--- src/logic/oas_consts.svh ---
/*
 * Named constants of the operand addressing and status flag unit:
 * register byte addresses, command codes, instruction field slices,
 * status bit positions and fixed values.
 * Assumes it is included by bare name; holds definitions only.
 */
`ifndef OAS_CONSTS_SVH
`define OAS_CONSTS_SVH

// Register byte addresses
`define OAS_A_CMD    8'h00
`define OAS_A_INSTR  8'h04
`define OAS_A_EXT1   8'h08
`define OAS_A_EXT2   8'h0C
`define OAS_A_SRCV   8'h10
`define OAS_A_DSTV   8'h14
`define OAS_A_PC     8'h18
`define OAS_A_STATUS 8'h1C
`define OAS_A_SRC_EA 8'h20
`define OAS_A_DST_EA 8'h24
`define OAS_A_OPND   8'h28
`define OAS_A_RESULT 8'h2C
`define OAS_A_CRU    8'h30
`define OAS_A_XWORDS 8'h34
`define OAS_A_SHCNT  8'h38
`define OAS_WR_PAGE  2'h2
`define OAS_F_PAGE   7:6
`define OAS_F_WIDX   5:2
`define OAS_NUM_WR   16

// Command codes
`define OAS_OP_NOP  5'h00
`define OAS_OP_ADDR 5'h01
`define OAS_OP_IMM  5'h02
`define OAS_OP_WRB  5'h03
`define OAS_OP_JUMP 5'h04
`define OAS_OP_CRU  5'h05
`define OAS_OP_CMP  5'h06
`define OAS_OP_ADD  5'h07
`define OAS_OP_ADDI 5'h08
`define OAS_OP_SUB  5'h09
`define OAS_OP_INC  5'h0A
`define OAS_OP_ABS  5'h0B
`define OAS_OP_NEG  5'h0C
`define OAS_OP_SLA  5'h0D
`define OAS_OP_MOV  5'h0E
`define OAS_OP_TB   5'h0F
`define OAS_OP_XOP  5'h10
`define OAS_OP_LOAD_MASK_IMMEDIATE 5'h11
`define OAS_OP_CONTEXT_RETURN 5'h12

// Instruction and command fields
`define OAS_F_OP    4:0
`define OAS_F_BYTE  12
`define OAS_F_TD    11:10
`define OAS_F_D     9:6
`define OAS_F_TS    5:4
`define OAS_F_S     3:0
`define OAS_F_DISP  7:0
`define OAS_F_SIGN  7
`define OAS_F_CRUB  12:1
`define OAS_F_UPPER 15:8
`define OAS_F_LOWER 7:0
`define OAS_F_MASK  3:0
`define OAS_F_SHC   3:0

// Status bit positions
`define OAS_ST_LGT 15
`define OAS_ST_AGT 14
`define OAS_ST_EQ  13
`define OAS_ST_CY  12
`define OAS_ST_OV  11
`define OAS_ST_PAR 10
`define OAS_ST_EXT 9

// Fixed values
`define OAS_INC_BYTE 16'h0001
`define OAS_INC_WORD 16'h0002
`define OAS_MOST_NEG 16'h8000
`define OAS_SYM_REG  4'h0
`define OAS_CRU_REG  4'hC
`define OAS_SAVE_REG 4'hF
`define OAS_SH_FULL  5'h10
`define OAS_ZERO     16'h0000
`define OAS_ZERO_BYTE 8'h00

`endif

--- src/logic/oas_pkg.sv ---
/*
 * Types of the operand addressing and status flag unit.
 * Assumes oas_consts.svh is on the include path.
 */
package oas_pkg;
`include "oas_consts.svh"

   // Operand addressing modes
   typedef enum logic [1:0] {
      MD_REG  = 2'h0,
      MD_IND  = 2'h1,
      MD_SYM  = 2'h2,
      MD_AUTO = 2'h3
   } oas_mode_t;

   // Register bus request, one cycle per strobe
   typedef struct packed {
      logic [7:0]  addr;
      logic [15:0] wdata;
      logic        wr;
      logic        rd;
   } oas_bus_req_t;

endpackage : oas_pkg

--- src/logic/oas_core.sv ---
/*
 * Operand effective address generation and status flag unit of a
 * 16-bit workspace register processor, with its workspace file.
 * Assumes a single-cycle register port master on ref_clk and an
 * asynchronous serial input bit that is synchronised here.
 */
// Local design decisions: the register offsets and the plain strobed port.
// Function
// - Register mode operand is the register itself
// - Indirect mode uses register as address
// - Auto-increment writes incremented value back
// - Increment is one for byte, two word
// - Byte field set means byte operation
// - Byte register operand uses upper byte only
// - Symbolic mode address is following word
// - Indexed address is base plus register
// - Register zero in indexed encoding means symbolic
// - Two extra words: source base, then destination
// - Immediate operand is the following word
// - Jump adds doubled displacement to counter
// - Serial bit address is base plus displacement
// - Compare sets logical greater from signs, difference
// - Arithmetic greater: result positive and nonzero; absolute value tests its operand
// - Equal from compare, serial bit, or zero
// - Carry from adder or last shifted bit
// - Left shift overflow when sign ever changes
// - Subtract overflow from differing sign rule
// - Immediate add and increment overflow rules
// - Negate and absolute overflow only on 8000
// - Byte parity flag set on odd ones
// - Trap instruction sets extended operation flag
// - Mask loads from immediate or saved status
// - Mode field decodes four addressing modes
`timescale 1ns/10ps
`include "oas_consts.svh"

module oas_core (
   input  wire logic                  ref_clk,
   input  wire logic                  rst_b,
   input  wire oas_pkg::oas_bus_req_t bus_req,
   input  wire logic                  serial_io_input_bit,
   output logic [15:0]                rd_data,
   output logic [15:0]                status_word
);

   // Workspace register file and block registers
   logic [15:0] wr_file [`OAS_NUM_WR];  // Workspace registers
   logic [15:0] next_wr [`OAS_NUM_WR];  // Next workspace values
   logic [15:0] instr;                  // Instruction word
   logic [15:0] ext1;                   // First following word
   logic [15:0] ext2;                   // Second following word
   logic [15:0] srcv;                   // Source operand value
   logic [15:0] dstv;                   // Destination operand value
   logic [15:0] pc;                     // Program counter
   logic [15:0] src_ea;                 // Source effective address
   logic [15:0] dst_ea;                 // Destination effective address
   logic [15:0] operand;                // Fetched source operand
   logic [15:0] result;                 // Last flag op result
   logic [11:0] cru_addr;               // Selected serial bit address
   logic [1:0]  extra_words;            // Words after instruction
   logic [3:0]  shift_cnt;              // Shift count
   logic        sio_meta;               // Synchroniser first stage
   logic        sio_sync;               // Synchronised serial bit

   // Command decode
   wire        go     = bus_req.wr && (bus_req.addr == `OAS_A_CMD);
   wire [4:0]  op     = bus_req.wdata[`OAS_F_OP];
   wire        do_addr = go && (op == `OAS_OP_ADDR);
   wire        do_imm  = go && (op == `OAS_OP_IMM);
   wire        do_wrb  = go && (op == `OAS_OP_WRB);
   wire        do_jump = go && (op == `OAS_OP_JUMP);
   wire        do_cru  = go && (op == `OAS_OP_CRU);

   // Instruction fields
   wire        byte_op = instr[`OAS_F_BYTE];
   wire [3:0]  f_s     = instr[`OAS_F_S];
   wire [3:0]  f_d     = instr[`OAS_F_D];
   wire oas_pkg::oas_mode_t source_mode_field =
      oas_pkg::oas_mode_t'(instr[`OAS_F_TS]);
   wire oas_pkg::oas_mode_t dest_mode_field =
      oas_pkg::oas_mode_t'(instr[`OAS_F_TD]);
   wire [15:0] sel_s_val = wr_file[f_s];                  // Source register
   wire [15:0] sel_d_val = wr_file[f_d];                  // Destination register

   // Increment amount by operand size
   wire [15:0] inc_amt = byte_op ? `OAS_INC_BYTE : `OAS_INC_WORD;

   // Mode 10 takes a following word; register zero makes it symbolic
   wire src_xw  = (source_mode_field == oas_pkg::MD_SYM);
   wire dst_xw  = (dest_mode_field == oas_pkg::MD_SYM);
   wire src_sym = src_xw && (f_s == `OAS_SYM_REG);
   wire dst_sym = dst_xw && (f_d == `OAS_SYM_REG);

   // Source base comes first, destination base second
   wire [15:0] src_base = ext1;
   wire [15:0] dst_base = src_xw ? ext2 : ext1;

   // Effective address of one operand from its mode
   function automatic logic [15:0] oas_ea(
      input oas_pkg::oas_mode_t m,
      input logic [15:0]        rv,
      input logic [15:0]        base,
      input logic               sym
   );
      logic [15:0] ea;
      ea = `OAS_ZERO;
      case (m)
         oas_pkg::MD_REG:  ea = `OAS_ZERO;                // No memory access
         oas_pkg::MD_IND:  ea = rv;
         oas_pkg::MD_AUTO: ea = rv;
         oas_pkg::MD_SYM:  ea = sym ? base : base + rv;
         default:          ea = `OAS_ZERO;
      endcase
      return ea;
   endfunction : oas_ea

   wire [15:0] next_src_ea = oas_ea(source_mode_field, sel_s_val, src_base, src_sym);
   wire [15:0] next_dst_ea = oas_ea(dest_mode_field, sel_d_val, dst_base, dst_sym);

   // Register mode operand, upper byte only for byte ops
   wire [15:0] reg_opnd = byte_op ?
      {sel_s_val[`OAS_F_UPPER], `OAS_ZERO_BYTE} : sel_s_val;
   wire [15:0] next_operand =
      (source_mode_field == oas_pkg::MD_REG) ? reg_opnd : `OAS_ZERO;

   // Auto-increment requests for each operand
   wire inc_s = do_addr && (source_mode_field == oas_pkg::MD_AUTO);
   wire inc_d = do_addr && (dest_mode_field == oas_pkg::MD_AUTO);

   // Byte writes keep the lower byte of the register
   wire [15:0] wrb_val = byte_op ?
      {srcv[`OAS_F_UPPER], sel_d_val[`OAS_F_LOWER]} : srcv;

   // Workspace register file, one entry per generate step
   for (genvar gi = 0; gi < `OAS_NUM_WR; gi++) begin : g_wr
      wire hit_bus = bus_req.wr &&
                     (bus_req.addr[`OAS_F_PAGE] == `OAS_WR_PAGE) &&
                     (bus_req.addr[`OAS_F_WIDX] == 4'(gi));
      wire [15:0] add_s = (inc_s && f_s == 4'(gi)) ? inc_amt : `OAS_ZERO;
      wire [15:0] add_d = (inc_d && f_d == 4'(gi)) ? inc_amt : `OAS_ZERO;
      // Bus write, byte-merged store, else write-back increment
      assign next_wr[gi] = hit_bus ? bus_req.wdata :
                           (do_wrb && f_d == 4'(gi)) ? wrb_val :
                           wr_file[gi] + add_s + add_d;
      // Register storage
      always_ff @(posedge ref_clk) begin
         if (!rst_b) begin
            wr_file[gi] <= `OAS_ZERO;
         end else begin
            wr_file[gi] <= next_wr[gi];
         end
      end
   end

   // Program counter relative target, displacement doubled
   wire [15:0] disp_word = {{7{instr[`OAS_F_SIGN]}}, instr[`OAS_F_DISP], 1'b0};
   wire [15:0] next_pc = pc + disp_word;

   // Serial bit address from base register and displacement
   wire [11:0] disp_bit = {{4{instr[`OAS_F_SIGN]}}, instr[`OAS_F_DISP]};
   wire [11:0] next_cru =
      wr_file[`OAS_CRU_REG][`OAS_F_CRUB] + disp_bit;

   // Flag unit operands and op groups
   wire [15:0] a_s = (op == `OAS_OP_ADDI) ? ext1 : srcv;
   wire [15:0] a_d = dstv;
   wire [4:0]  sh_amt = (shift_cnt == 4'h0) ? `OAS_SH_FULL : {1'b0, shift_cnt};
   wire is_res = (op == `OAS_OP_ADD) || (op == `OAS_OP_ADDI) ||
                 (op == `OAS_OP_SUB) || (op == `OAS_OP_INC) ||
                 (op == `OAS_OP_NEG) || (op == `OAS_OP_SLA) ||
                 (op == `OAS_OP_MOV) || (op == `OAS_OP_ABS);
   wire do_flag = go && (is_res || (op == `OAS_OP_CMP) ||
                  (op == `OAS_OP_TB) || (op == `OAS_OP_XOP) ||
                  (op == `OAS_OP_LOAD_MASK_IMMEDIATE) || (op == `OAS_OP_CONTEXT_RETURN));

   logic [16:0] sum;          // Adder with carry out
   logic [15:0] res;          // Result of the flag op
   logic [31:0] shx;          // Sign-extended shift window
   logic [15:0] next_status;  // Status after the flag op

   // Result and flag computation
   always_comb begin
      next_status = status_word;
      sum = 17'h00000;
      res = `OAS_ZERO;
      shx = 32'h00000000;
      case (op)
         `OAS_OP_CMP: begin
            sum = {1'b0, a_d} + {1'b0, ~a_s} + 17'h00001;
            next_status[`OAS_ST_LGT] = (a_s[15] & ~a_d[15]) |
               ((a_s[15] == a_d[15]) & sum[15]);
            next_status[`OAS_ST_AGT] = (~a_s[15] & a_d[15]) |
               ((a_s[15] == a_d[15]) & sum[15]);
            next_status[`OAS_ST_EQ]  = (a_s == a_d);
            if (byte_op) begin
               next_status[`OAS_ST_PAR] = ^a_s[`OAS_F_UPPER];
            end
         end
         `OAS_OP_ADD, `OAS_OP_ADDI: begin
            sum = {1'b0, a_d} + {1'b0, a_s};
            res = sum[15:0];
            next_status[`OAS_ST_CY] = sum[16];
            next_status[`OAS_ST_OV] = (a_s[15] == a_d[15]) &&
                                      (res[15] != a_d[15]);
         end
         `OAS_OP_SUB: begin
            sum = {1'b0, a_d} + {1'b0, ~a_s} + 17'h00001;
            res = sum[15:0];
            next_status[`OAS_ST_CY] = sum[16];
            next_status[`OAS_ST_OV] = (a_s[15] != a_d[15]) &&
                                      (res[15] != a_d[15]);
         end
         `OAS_OP_INC: begin
            sum = {1'b0, a_s} + 17'h00001;
            res = sum[15:0];
            next_status[`OAS_ST_CY] = sum[16];
            next_status[`OAS_ST_OV] = ~a_s[15] & res[15];
         end
         `OAS_OP_ABS: begin
            sum = a_s[15] ? ({1'b0, ~a_s} + 17'h00001) : {1'b0, a_s};
            res = sum[15:0];
            next_status[`OAS_ST_CY] = a_s[15] & sum[16];
            next_status[`OAS_ST_OV] = (a_s == `OAS_MOST_NEG);
         end
         `OAS_OP_NEG: begin
            sum = {1'b0, ~a_s} + 17'h00001;
            res = sum[15:0];
            next_status[`OAS_ST_CY] = sum[16];
            next_status[`OAS_ST_OV] = (a_s == `OAS_MOST_NEG);
         end
         `OAS_OP_SLA: begin
            shx = {{16{a_s[15]}}, a_s} << sh_amt;
            res = shx[15:0];
            next_status[`OAS_ST_CY] = shx[16];
            next_status[`OAS_ST_OV] = (shx[31:15] != {17{a_s[15]}});
         end
         `OAS_OP_MOV: begin
            res = a_s;
         end
         `OAS_OP_TB: begin
            next_status[`OAS_ST_EQ] = sio_sync;
         end
         `OAS_OP_XOP: begin
            next_status[`OAS_ST_EXT] = 1'b1;
         end
         `OAS_OP_LOAD_MASK_IMMEDIATE: begin
            next_status[`OAS_F_MASK] = ext1[`OAS_F_MASK];
         end
         `OAS_OP_CONTEXT_RETURN: begin
            next_status = wr_file[`OAS_SAVE_REG];
         end
         default: begin
            next_status = status_word;
         end
      endcase
      // Result compared to zero; absolute value compares its operand
      if (is_res) begin
         if (op == `OAS_OP_ABS) begin
            next_status[`OAS_ST_LGT] = (a_s != `OAS_ZERO);
            next_status[`OAS_ST_AGT] = ~a_s[15] && (a_s != `OAS_ZERO);
            next_status[`OAS_ST_EQ]  = (a_s == `OAS_ZERO);
         end else begin
            next_status[`OAS_ST_LGT] = (res != `OAS_ZERO);
            next_status[`OAS_ST_AGT] = ~res[15] && (res != `OAS_ZERO);
            next_status[`OAS_ST_EQ]  = (res == `OAS_ZERO);
         end
         if (byte_op) begin
            next_status[`OAS_ST_PAR] = ^res[`OAS_F_UPPER];
         end
      end
   end

   // Read selection
   wire [15:0] rd_mux =
      (bus_req.addr[`OAS_F_PAGE] == `OAS_WR_PAGE) ? wr_file[bus_req.addr[`OAS_F_WIDX]] :
      (bus_req.addr == `OAS_A_CMD)    ? status_word :
      (bus_req.addr == `OAS_A_INSTR)  ? instr :
      (bus_req.addr == `OAS_A_EXT1)   ? ext1 :
      (bus_req.addr == `OAS_A_EXT2)   ? ext2 :
      (bus_req.addr == `OAS_A_SRCV)   ? srcv :
      (bus_req.addr == `OAS_A_DSTV)   ? dstv :
      (bus_req.addr == `OAS_A_PC)     ? pc :
      (bus_req.addr == `OAS_A_STATUS) ? status_word :
      (bus_req.addr == `OAS_A_SRC_EA) ? src_ea :
      (bus_req.addr == `OAS_A_DST_EA) ? dst_ea :
      (bus_req.addr == `OAS_A_OPND)   ? operand :
      (bus_req.addr == `OAS_A_RESULT) ? result :
      (bus_req.addr == `OAS_A_CRU)    ? {4'h0, cru_addr} :
      (bus_req.addr == `OAS_A_XWORDS) ? {14'h0000, extra_words} :
      (bus_req.addr == `OAS_A_SHCNT)  ? {12'h000, shift_cnt} : `OAS_ZERO;

   // Read data stands only in the cycle after the strobe
   always_ff @(posedge ref_clk) begin
      if (!rst_b) begin
         rd_data <= `OAS_ZERO;
      end else begin
         rd_data <= bus_req.rd ? rd_mux : `OAS_ZERO;
      end
   end

   // Serial input synchroniser
   always_ff @(posedge ref_clk) begin
      if (!rst_b) begin
         sio_meta <= 1'b0;
         sio_sync <= 1'b0;
      end else begin
         sio_meta <= serial_io_input_bit;
         sio_sync <= sio_meta;
      end
   end

   // Software-written operand registers
   always_ff @(posedge ref_clk) begin
      if (!rst_b) begin
         instr     <= `OAS_ZERO;
         ext1      <= `OAS_ZERO;
         ext2      <= `OAS_ZERO;
         srcv      <= `OAS_ZERO;
         dstv      <= `OAS_ZERO;
         shift_cnt <= 4'h0;
      end else if (bus_req.wr) begin
         if (bus_req.addr == `OAS_A_INSTR) instr <= bus_req.wdata;
         if (bus_req.addr == `OAS_A_EXT1)  ext1  <= bus_req.wdata;
         if (bus_req.addr == `OAS_A_EXT2)  ext2  <= bus_req.wdata;
         if (bus_req.addr == `OAS_A_SRCV)  srcv  <= bus_req.wdata;
         if (bus_req.addr == `OAS_A_DSTV)  dstv  <= bus_req.wdata;
         if (bus_req.addr == `OAS_A_SHCNT) shift_cnt <= bus_req.wdata[`OAS_F_SHC];
      end
   end

   // Program counter: bus load or relative jump
   always_ff @(posedge ref_clk) begin
      if (!rst_b) begin
         pc <= `OAS_ZERO;
      end else if (bus_req.wr && bus_req.addr == `OAS_A_PC) begin
         pc <= bus_req.wdata;
      end else if (do_jump) begin
         pc <= next_pc;
      end
   end

   // Address decode results
   always_ff @(posedge ref_clk) begin
      if (!rst_b) begin
         src_ea      <= `OAS_ZERO;
         dst_ea      <= `OAS_ZERO;
         operand     <= `OAS_ZERO;
         extra_words <= 2'h0;
      end else if (do_addr) begin
         src_ea      <= next_src_ea;
         dst_ea      <= next_dst_ea;
         operand     <= next_operand;
         extra_words <= {1'b0, src_xw} + {1'b0, dst_xw};
      end else if (do_imm) begin
         operand     <= ext1;
      end
   end

   // Serial bit address
   always_ff @(posedge ref_clk) begin
      if (!rst_b) begin
         cru_addr <= 12'h000;
      end else if (do_cru) begin
         cru_addr <= next_cru;
      end
   end

   // Status word and result
   always_ff @(posedge ref_clk) begin
      if (!rst_b) begin
         status_word <= `OAS_ZERO;
         result      <= `OAS_ZERO;
      end else if (do_flag) begin
         status_word <= next_status;
         result      <= res;
      end
   end
endmodule : oas_core

--- config.mk ---
export PLATFORM = sky130hd
export DESIGN_NAME = oas_core
export DESIGN_NICKNAME = d
export VERILOG_FILES = /design/src/logic/oas_pkg.sv /design/src/logic/oas_core.sv
export VERILOG_INCLUDE_DIRS = /design/src /design/src/logic
export SDC_FILE = /design/constraint.sdc
export NUM_CORES = 2
export LEC_CHECK = 0
export BUFFER_PORTS_ARGS = -buffer_cell sky130_fd_sc_hd__buf_2
export CAP_MARGIN = 25
export CORE_ASPECT_RATIO = 1.75
export CORE_MARGIN = 2
export CORE_UTILIZATION = 50
export CTS_CLUSTER_DIAMETER = 40
export CTS_CLUSTER_SIZE = 40
export DETAILED_ROUTE_END_ITERATION = 6
export GPL_TIMING_DRIVEN = 0
export PLACE_DENSITY_LB_ADDON = 0.08
export SETUP_SLACK_MARGIN = 0.5
export SYNTH_ARGS = -nofsm -noshare
export SYNTH_HDL_FRONTEND = slang
export SYNTH_SLANG_ARGS = --single-unit
--- constraint.sdc ---
create_clock -name ref_clk -period 13.65 [get_ports ref_clk]
set_clock_uncertainty 0.2 [all_clocks]
set_input_delay 1.365 -clock ref_clk [delete_from_list [all_inputs] [get_ports ref_clk]]
set_output_delay 1.365 -clock ref_clk [all_outputs]
set_load 0.03 [all_outputs]
==> flow_summary_export.csv, run 1 <==
group,metric,value,unit
outcome,failing_step,"global routing (5_1_grt)",
clock_tree,cts_made_buffers,69,
clock_tree,hold_buffers,0,
outcome,status,"aborted with a tool error",
global_routing,grt_pass1_vias,52752,
floorplan,io_pins,61,
floorplan,initial_core_util,0.504,
synth,synth_nets,5179,
outcome,tool.error,"[ERROR GRT-0116] Global routing finished with congestion. Check the congestion regions in the DRC Viewer.",
placed_design,gp_congestion,1.21,
synth,synth_area,40100,sq um
synth,ys_types,89,
synth,yosys-top-cells-area,"dfxtp_1 24%, mux4_2 15%, nor2_1 6.7%",
global_routing,track_usage,0.754,
global_routing,grt_max_degree,20,
clock_tree,cts_setup_buffers,0,
synth,synth_top_area_frac,0.238,
synth,yosys_warnings,0,
clock_tree,cts_sinks,476,
synth,synth_seq_cells,476,
synth,avgSynthCellArea,8.07,sq um
clock_tree,cts_resized,0,
synth,seq_area_frac_synth,0.238,
synth,yosysTopAreaCell,"dfxtp_1",
floorplan,die_w,218,um
synth,ys_async_sr_fraction,0,
synth,synth_flop_cell,"dfxtp_1",
clock_tree,htree_levels,3,
floorplan,row_count,137,
global_routing,grt_overflow_total,1282,
synth,synth_edf_count,0,
clock_tree,cts_root_buf,"clkbuf_16",
clock_tree,cts.path.max_buffers,3,
floorplan,die_h,379,um
placed_design,portBuffers,57,
synth,netlist_instances,4967,
placed_design,dp.final_hpwl,203,mm
global_routing,grt_first_pass_wirelength,462,mm
## per-layer routing
layer | GRT usage | overflow
met2 | 0.969 | 795
met4 | 0.784 | 447
met3 | 0.546 | 20
met5 | 0.212 | 5
met1 | 0.736 | 15
## synthesized netlist by cell type (30+ instances only)
| cell type | number |
|---|---|
| o211ai_1 | 89 |
| mux4_2 | 270 |
| mux2i_1 | 64 |
| nor2_1 | 716 |
| clkbuf_1 | 363 |
| and3_1 | 60 |
| o21ai_0 | 103 |
| fa_1 | 55 |
| ha_1 | 128 |
| xor2_1 | 140 |
| nor2b_1 | 31 |
| a21oi_1 | 493 |
| a211oi_1 | 212 |
| a22oi_1 | 72 |
| nand4_1 | 46 |
| a21o_1 | 30 |
| buf_1 | 39 |
| inv_1 | 120 |
| nand3_1 | 179 |
| nor3_1 | 100 |
| dfxtp_1 | 476 |
| xnor2_1 | 127 |
| nand2_1 | 613 |
## kinds of logic after synthesis
kind of cell,share of synthesized area
flops,0.238
fa+ha+maj,0.0674
compound gates,0.202
xor+xnor,0.0589
simple gates,0.207
mux,0.175
buf+inv,0.0515
## metrics by stage
stage | area (sq um) | worst slack, ns | util | std cells
floorplan | 40100 | 6.45 | - | 4967
global placement | 41700 | 4.35 | 0.524 | 6066
detailed placement | 42500 | 4.51 | 0.534 | 6128
CTS | 45000 | 5.15 | 0.565 | 6254
==> run 2: changes to the inputs <==
--- a/config.mk
+++ b/config.mk
@@ -8,15 +8,11 @@
 export LEC_CHECK = 0
 export BUFFER_PORTS_ARGS = -buffer_cell sky130_fd_sc_hd__buf_2
 export CAP_MARGIN = 25
-export CORE_ASPECT_RATIO = 1.75
 export CORE_MARGIN = 2
-export CORE_UTILIZATION = 50
-export CTS_CLUSTER_DIAMETER = 40
-export CTS_CLUSTER_SIZE = 40
+export CORE_UTILIZATION = 35
 export DETAILED_ROUTE_END_ITERATION = 6
 export GPL_TIMING_DRIVEN = 0
-export PLACE_DENSITY_LB_ADDON = 0.08
-export SETUP_SLACK_MARGIN = 0.5
+export PLACE_DENSITY_LB_ADDON = 0.15
 export SYNTH_ARGS = -nofsm -noshare
 export SYNTH_HDL_FRONTEND = slang
 export SYNTH_SLANG_ARGS = --single-unit
==> run 2 against run 1 <==
Against the previous run:
- the flow now finishes, with violations (design-rule violations)
- synthesized area unchanged
- synthesized cell count unchanged
==> flow_summary_export.csv, run 2 <==
group,metric,value,unit
clock_tree,htree_levels,3,
timing,fmax,0.112,GHz
global_routing,antenna_found_initial,24,
worst_setup_path,crit_fanout,10,
flow_run,cap_violations,0,
pwr,ir_drop,77.0,uV
detailed_routing,routed-via-count,45009,
layout,fill_cells,11780,
floorplan,die_w,342,um
worst_setup_path,worstSetupStartpointType,"input port",
floorplan,fp.dieArea,117000,sq um
clock_tree,clk_latency,0.70,ns
worst_setup_path,crit_slowest_cell,"nor4_1",
floorplan,io_pins,61,
worst_setup_path,cp.required,13.94,ns
synth,synth_most_common_cell,"nor2_1",
synth,avgSynthCellArea,8.07,sq um
global_routing,grt_overflow_total,0,
placed_design,post-place-ws,4.31,ns
worst_setup_path,max_stage_delay,0.87,ns
pwr,fin_total_pwr,3620,uW
timing,finalHoldViolCount,0,
floorplan,coreArea,114000,sq um
global_routing,track_usage,0.454,
layout,largest_reg_flops,256,
synth,synth_seq_cells,476,
global_routing,grt_max_degree,16,
worst_setup_path,cp-end-kind,"flop",
timing,min_period,8.91,ns
placed_design,dp.final_hpwl,217,mm
detailed_routing,viasPerCell,6.67,
timing,worst_pin_slew,1.19,ns
floorplan,die_h,342,um
clock_tree,cts_made_buffers,66,
synth,synth_common_cells,"716 x nor2_1, 613 x nand2_1, 493 x a21oi_1, 476 x dfxtp_1, 363 x clkbuf_1",
layout,layout_commonest_cell,"nor2_1",
pwr,powerDensity,79.0,nW/um^2
clock_tree,cts_tree,"built",
clock_tree,cts_sinks,476,
detailed_routing,drc,1,
synth,yosys_warnings,0,
worst_setup_path,critical_path.most_common_cell,"buf_2",
worst_hold_path,min_from,"sio_meta",
layout,area_growth,14.5,%
timing,setup_viol,0,
placed_design,gp_congestion,1.05,
worst_setup_path,critPathKind,"input port to flop",
outcome,status,"finished with violations",
outcome,violations,"design-rule violations",
layout,final_nets,5387,
timing,finalCritPeriodShare,0.652,
clock_tree,hold_buffers,0,
worst_setup_path,regToRegSetupSlack,5.58,ns
worst_hold_path,hold_path_class,"flop to flop",
synth,synth_nets,5179,
synth,synth_top_area_frac,0.238,
worst_setup_path,worstPathArrival,9.19,ns
placed_design,portBuffers,57,
layout,top_register,"wr_file",
synth,netlist_instances,4967,
worst_setup_path,critPathLaunch,"bus_req[4]",
synth,synth_flop_cell,"dfxtp_1",
timing,setup_ws,4.74,ns
layout,drive_above_1_share,0.122,
global_routing,grt_pass1_vias,41067,
detailed_routing,drt_wl_total,272,mm
clock_tree,clk_pin_slew_worst_paths,0.06,ns
detailed_routing,drtIter0Drc,6154,
synth,synth_edf_count,0,
layout,layout_common_cells,"716 x nor2_1, 613 x nand2_1, 493 x a21oi_1, 476 x dfxtp_1, 340 x clkbuf_1",
detailed_routing,postRouteAntennaNets,0,
timing,slew_viol_final,0,
floorplan,row_count,124,
synth,yosysTopAreaCell,"dfxtp_1",
detailed_routing,wl_per_cell,40.3,um
timing,final.setup.tns,0,ns
synth,synth_area,40100,sq um
clock_tree,cts_resized,0,
clock_tree,cts_setup_buffers,0,
floorplan,initial_core_util,0.352,
global_routing,grt_first_pass_wirelength,362,mm
pwr,power_leakage,0.0167,uW
synth,ys_async_sr_fraction,0,
detailed_routing,drt_pass1_iterations,7,
timing,rsz0062_at_grt,"false",
clock_tree,cts.path.max_buffers,3,
synth,yosys-top-cells-area,"dfxtp_1 24%, mux4_2 15%, nor2_1 6.7%",
synth,seq_area_frac_synth,0.238,
synth,ys_types,89,
timing,relSlewSlack,0.204,
clock_tree,cts_root_buf,"clkbuf_16",
worst_setup_path,reg2reg_from,"ext1[5]",
==> run 2: cell counts after synthesis <==
Identical to the previous run, type by type.
==> run 2: worst paths after layout <==
| path | to | depth (start not counted) |
|---|---|---|
| worst max-delay path | status_word[14] | 33 |
| worst min register to register | sio_sync | 1 |
| worst max register to register | status_word[14] | 25 |
| worst min-delay path | sio_sync | 1 |
==> run 2: cells by family after synthesis <==
logic type / after synthesis / share of synthesized area
buffers and inverters: 541 / 0.0515
AO/OA/AOI/OAI: 1246 / 0.202
multiplexers: 360 / 0.175
XOR/XNOR: 268 / 0.0589
adder cells (fa/ha/maj): 183 / 0.0674
AND/OR/NAND/NOR: 1893 / 0.207
flip-flops: 476 / 0.238
==> run 2: routing by layer <==
| metal | vias up | wire length [um] | track usage |
|---|---|---|---|
| met5 | - | 146 | 0 |
| met4 | 22 | 30400 | 0.404 |
| met3 | 1045 | 28600 | 0.126 |
| met2 | 3267 | 115000 | 0.680 |
| met1 | 22073 | 97500 | 0.530 |
| li1 | 18602 | - | - |
==> run 2: report_power, final <==
part	switching [uW]	leakage, uW	internal [uW]
Combinational	211	0.0117	62.5
Sequential	8.96	0.00383	1390
Clock	793	0.00116	1160
Total	1010	0.0167	2610
==> run 2: through the flow <==
step,std cells,instance area (sq um),util,hold slack [ns]
final,6748,45900,0.403,0.231
after global routing,6739,45800,0.403,0.269
after CTS,6733,45800,0.402,0.232
after detailed placement,6613,43500,0.382,0.218
after global placement,6536,42300,0.371,0.217
after floorplan,4967,40100,-,0.212
==> run 2: final cells by class <==
cell class	instances	area [sq um]	share of cell area
sequential	476	9530	0.208
clock inverter	30	428	0.00933
clock buffer	90	1900	0.0415
timing repair buffer	140	1450	0.0316
multi-input combinational	3950	28500	0.622
buffer	418	1650	0.0359
inverter	123	462	0.0101
antenna	9	22.5	0.000491
tap	1512	1890	0.0412
==> run 2: worst max-delay path: cells and delay by family <==
kind | cells | cell delay, ns
buffers and inverters | 6 | 1.83
AOI/OAI and AO/OA | 12 | 2.38
and+or+nand+nor | 12 | 2.57
adders and majority gates | 3 | 1.00
No activity file was read; power rests on OpenSTA's default activity.
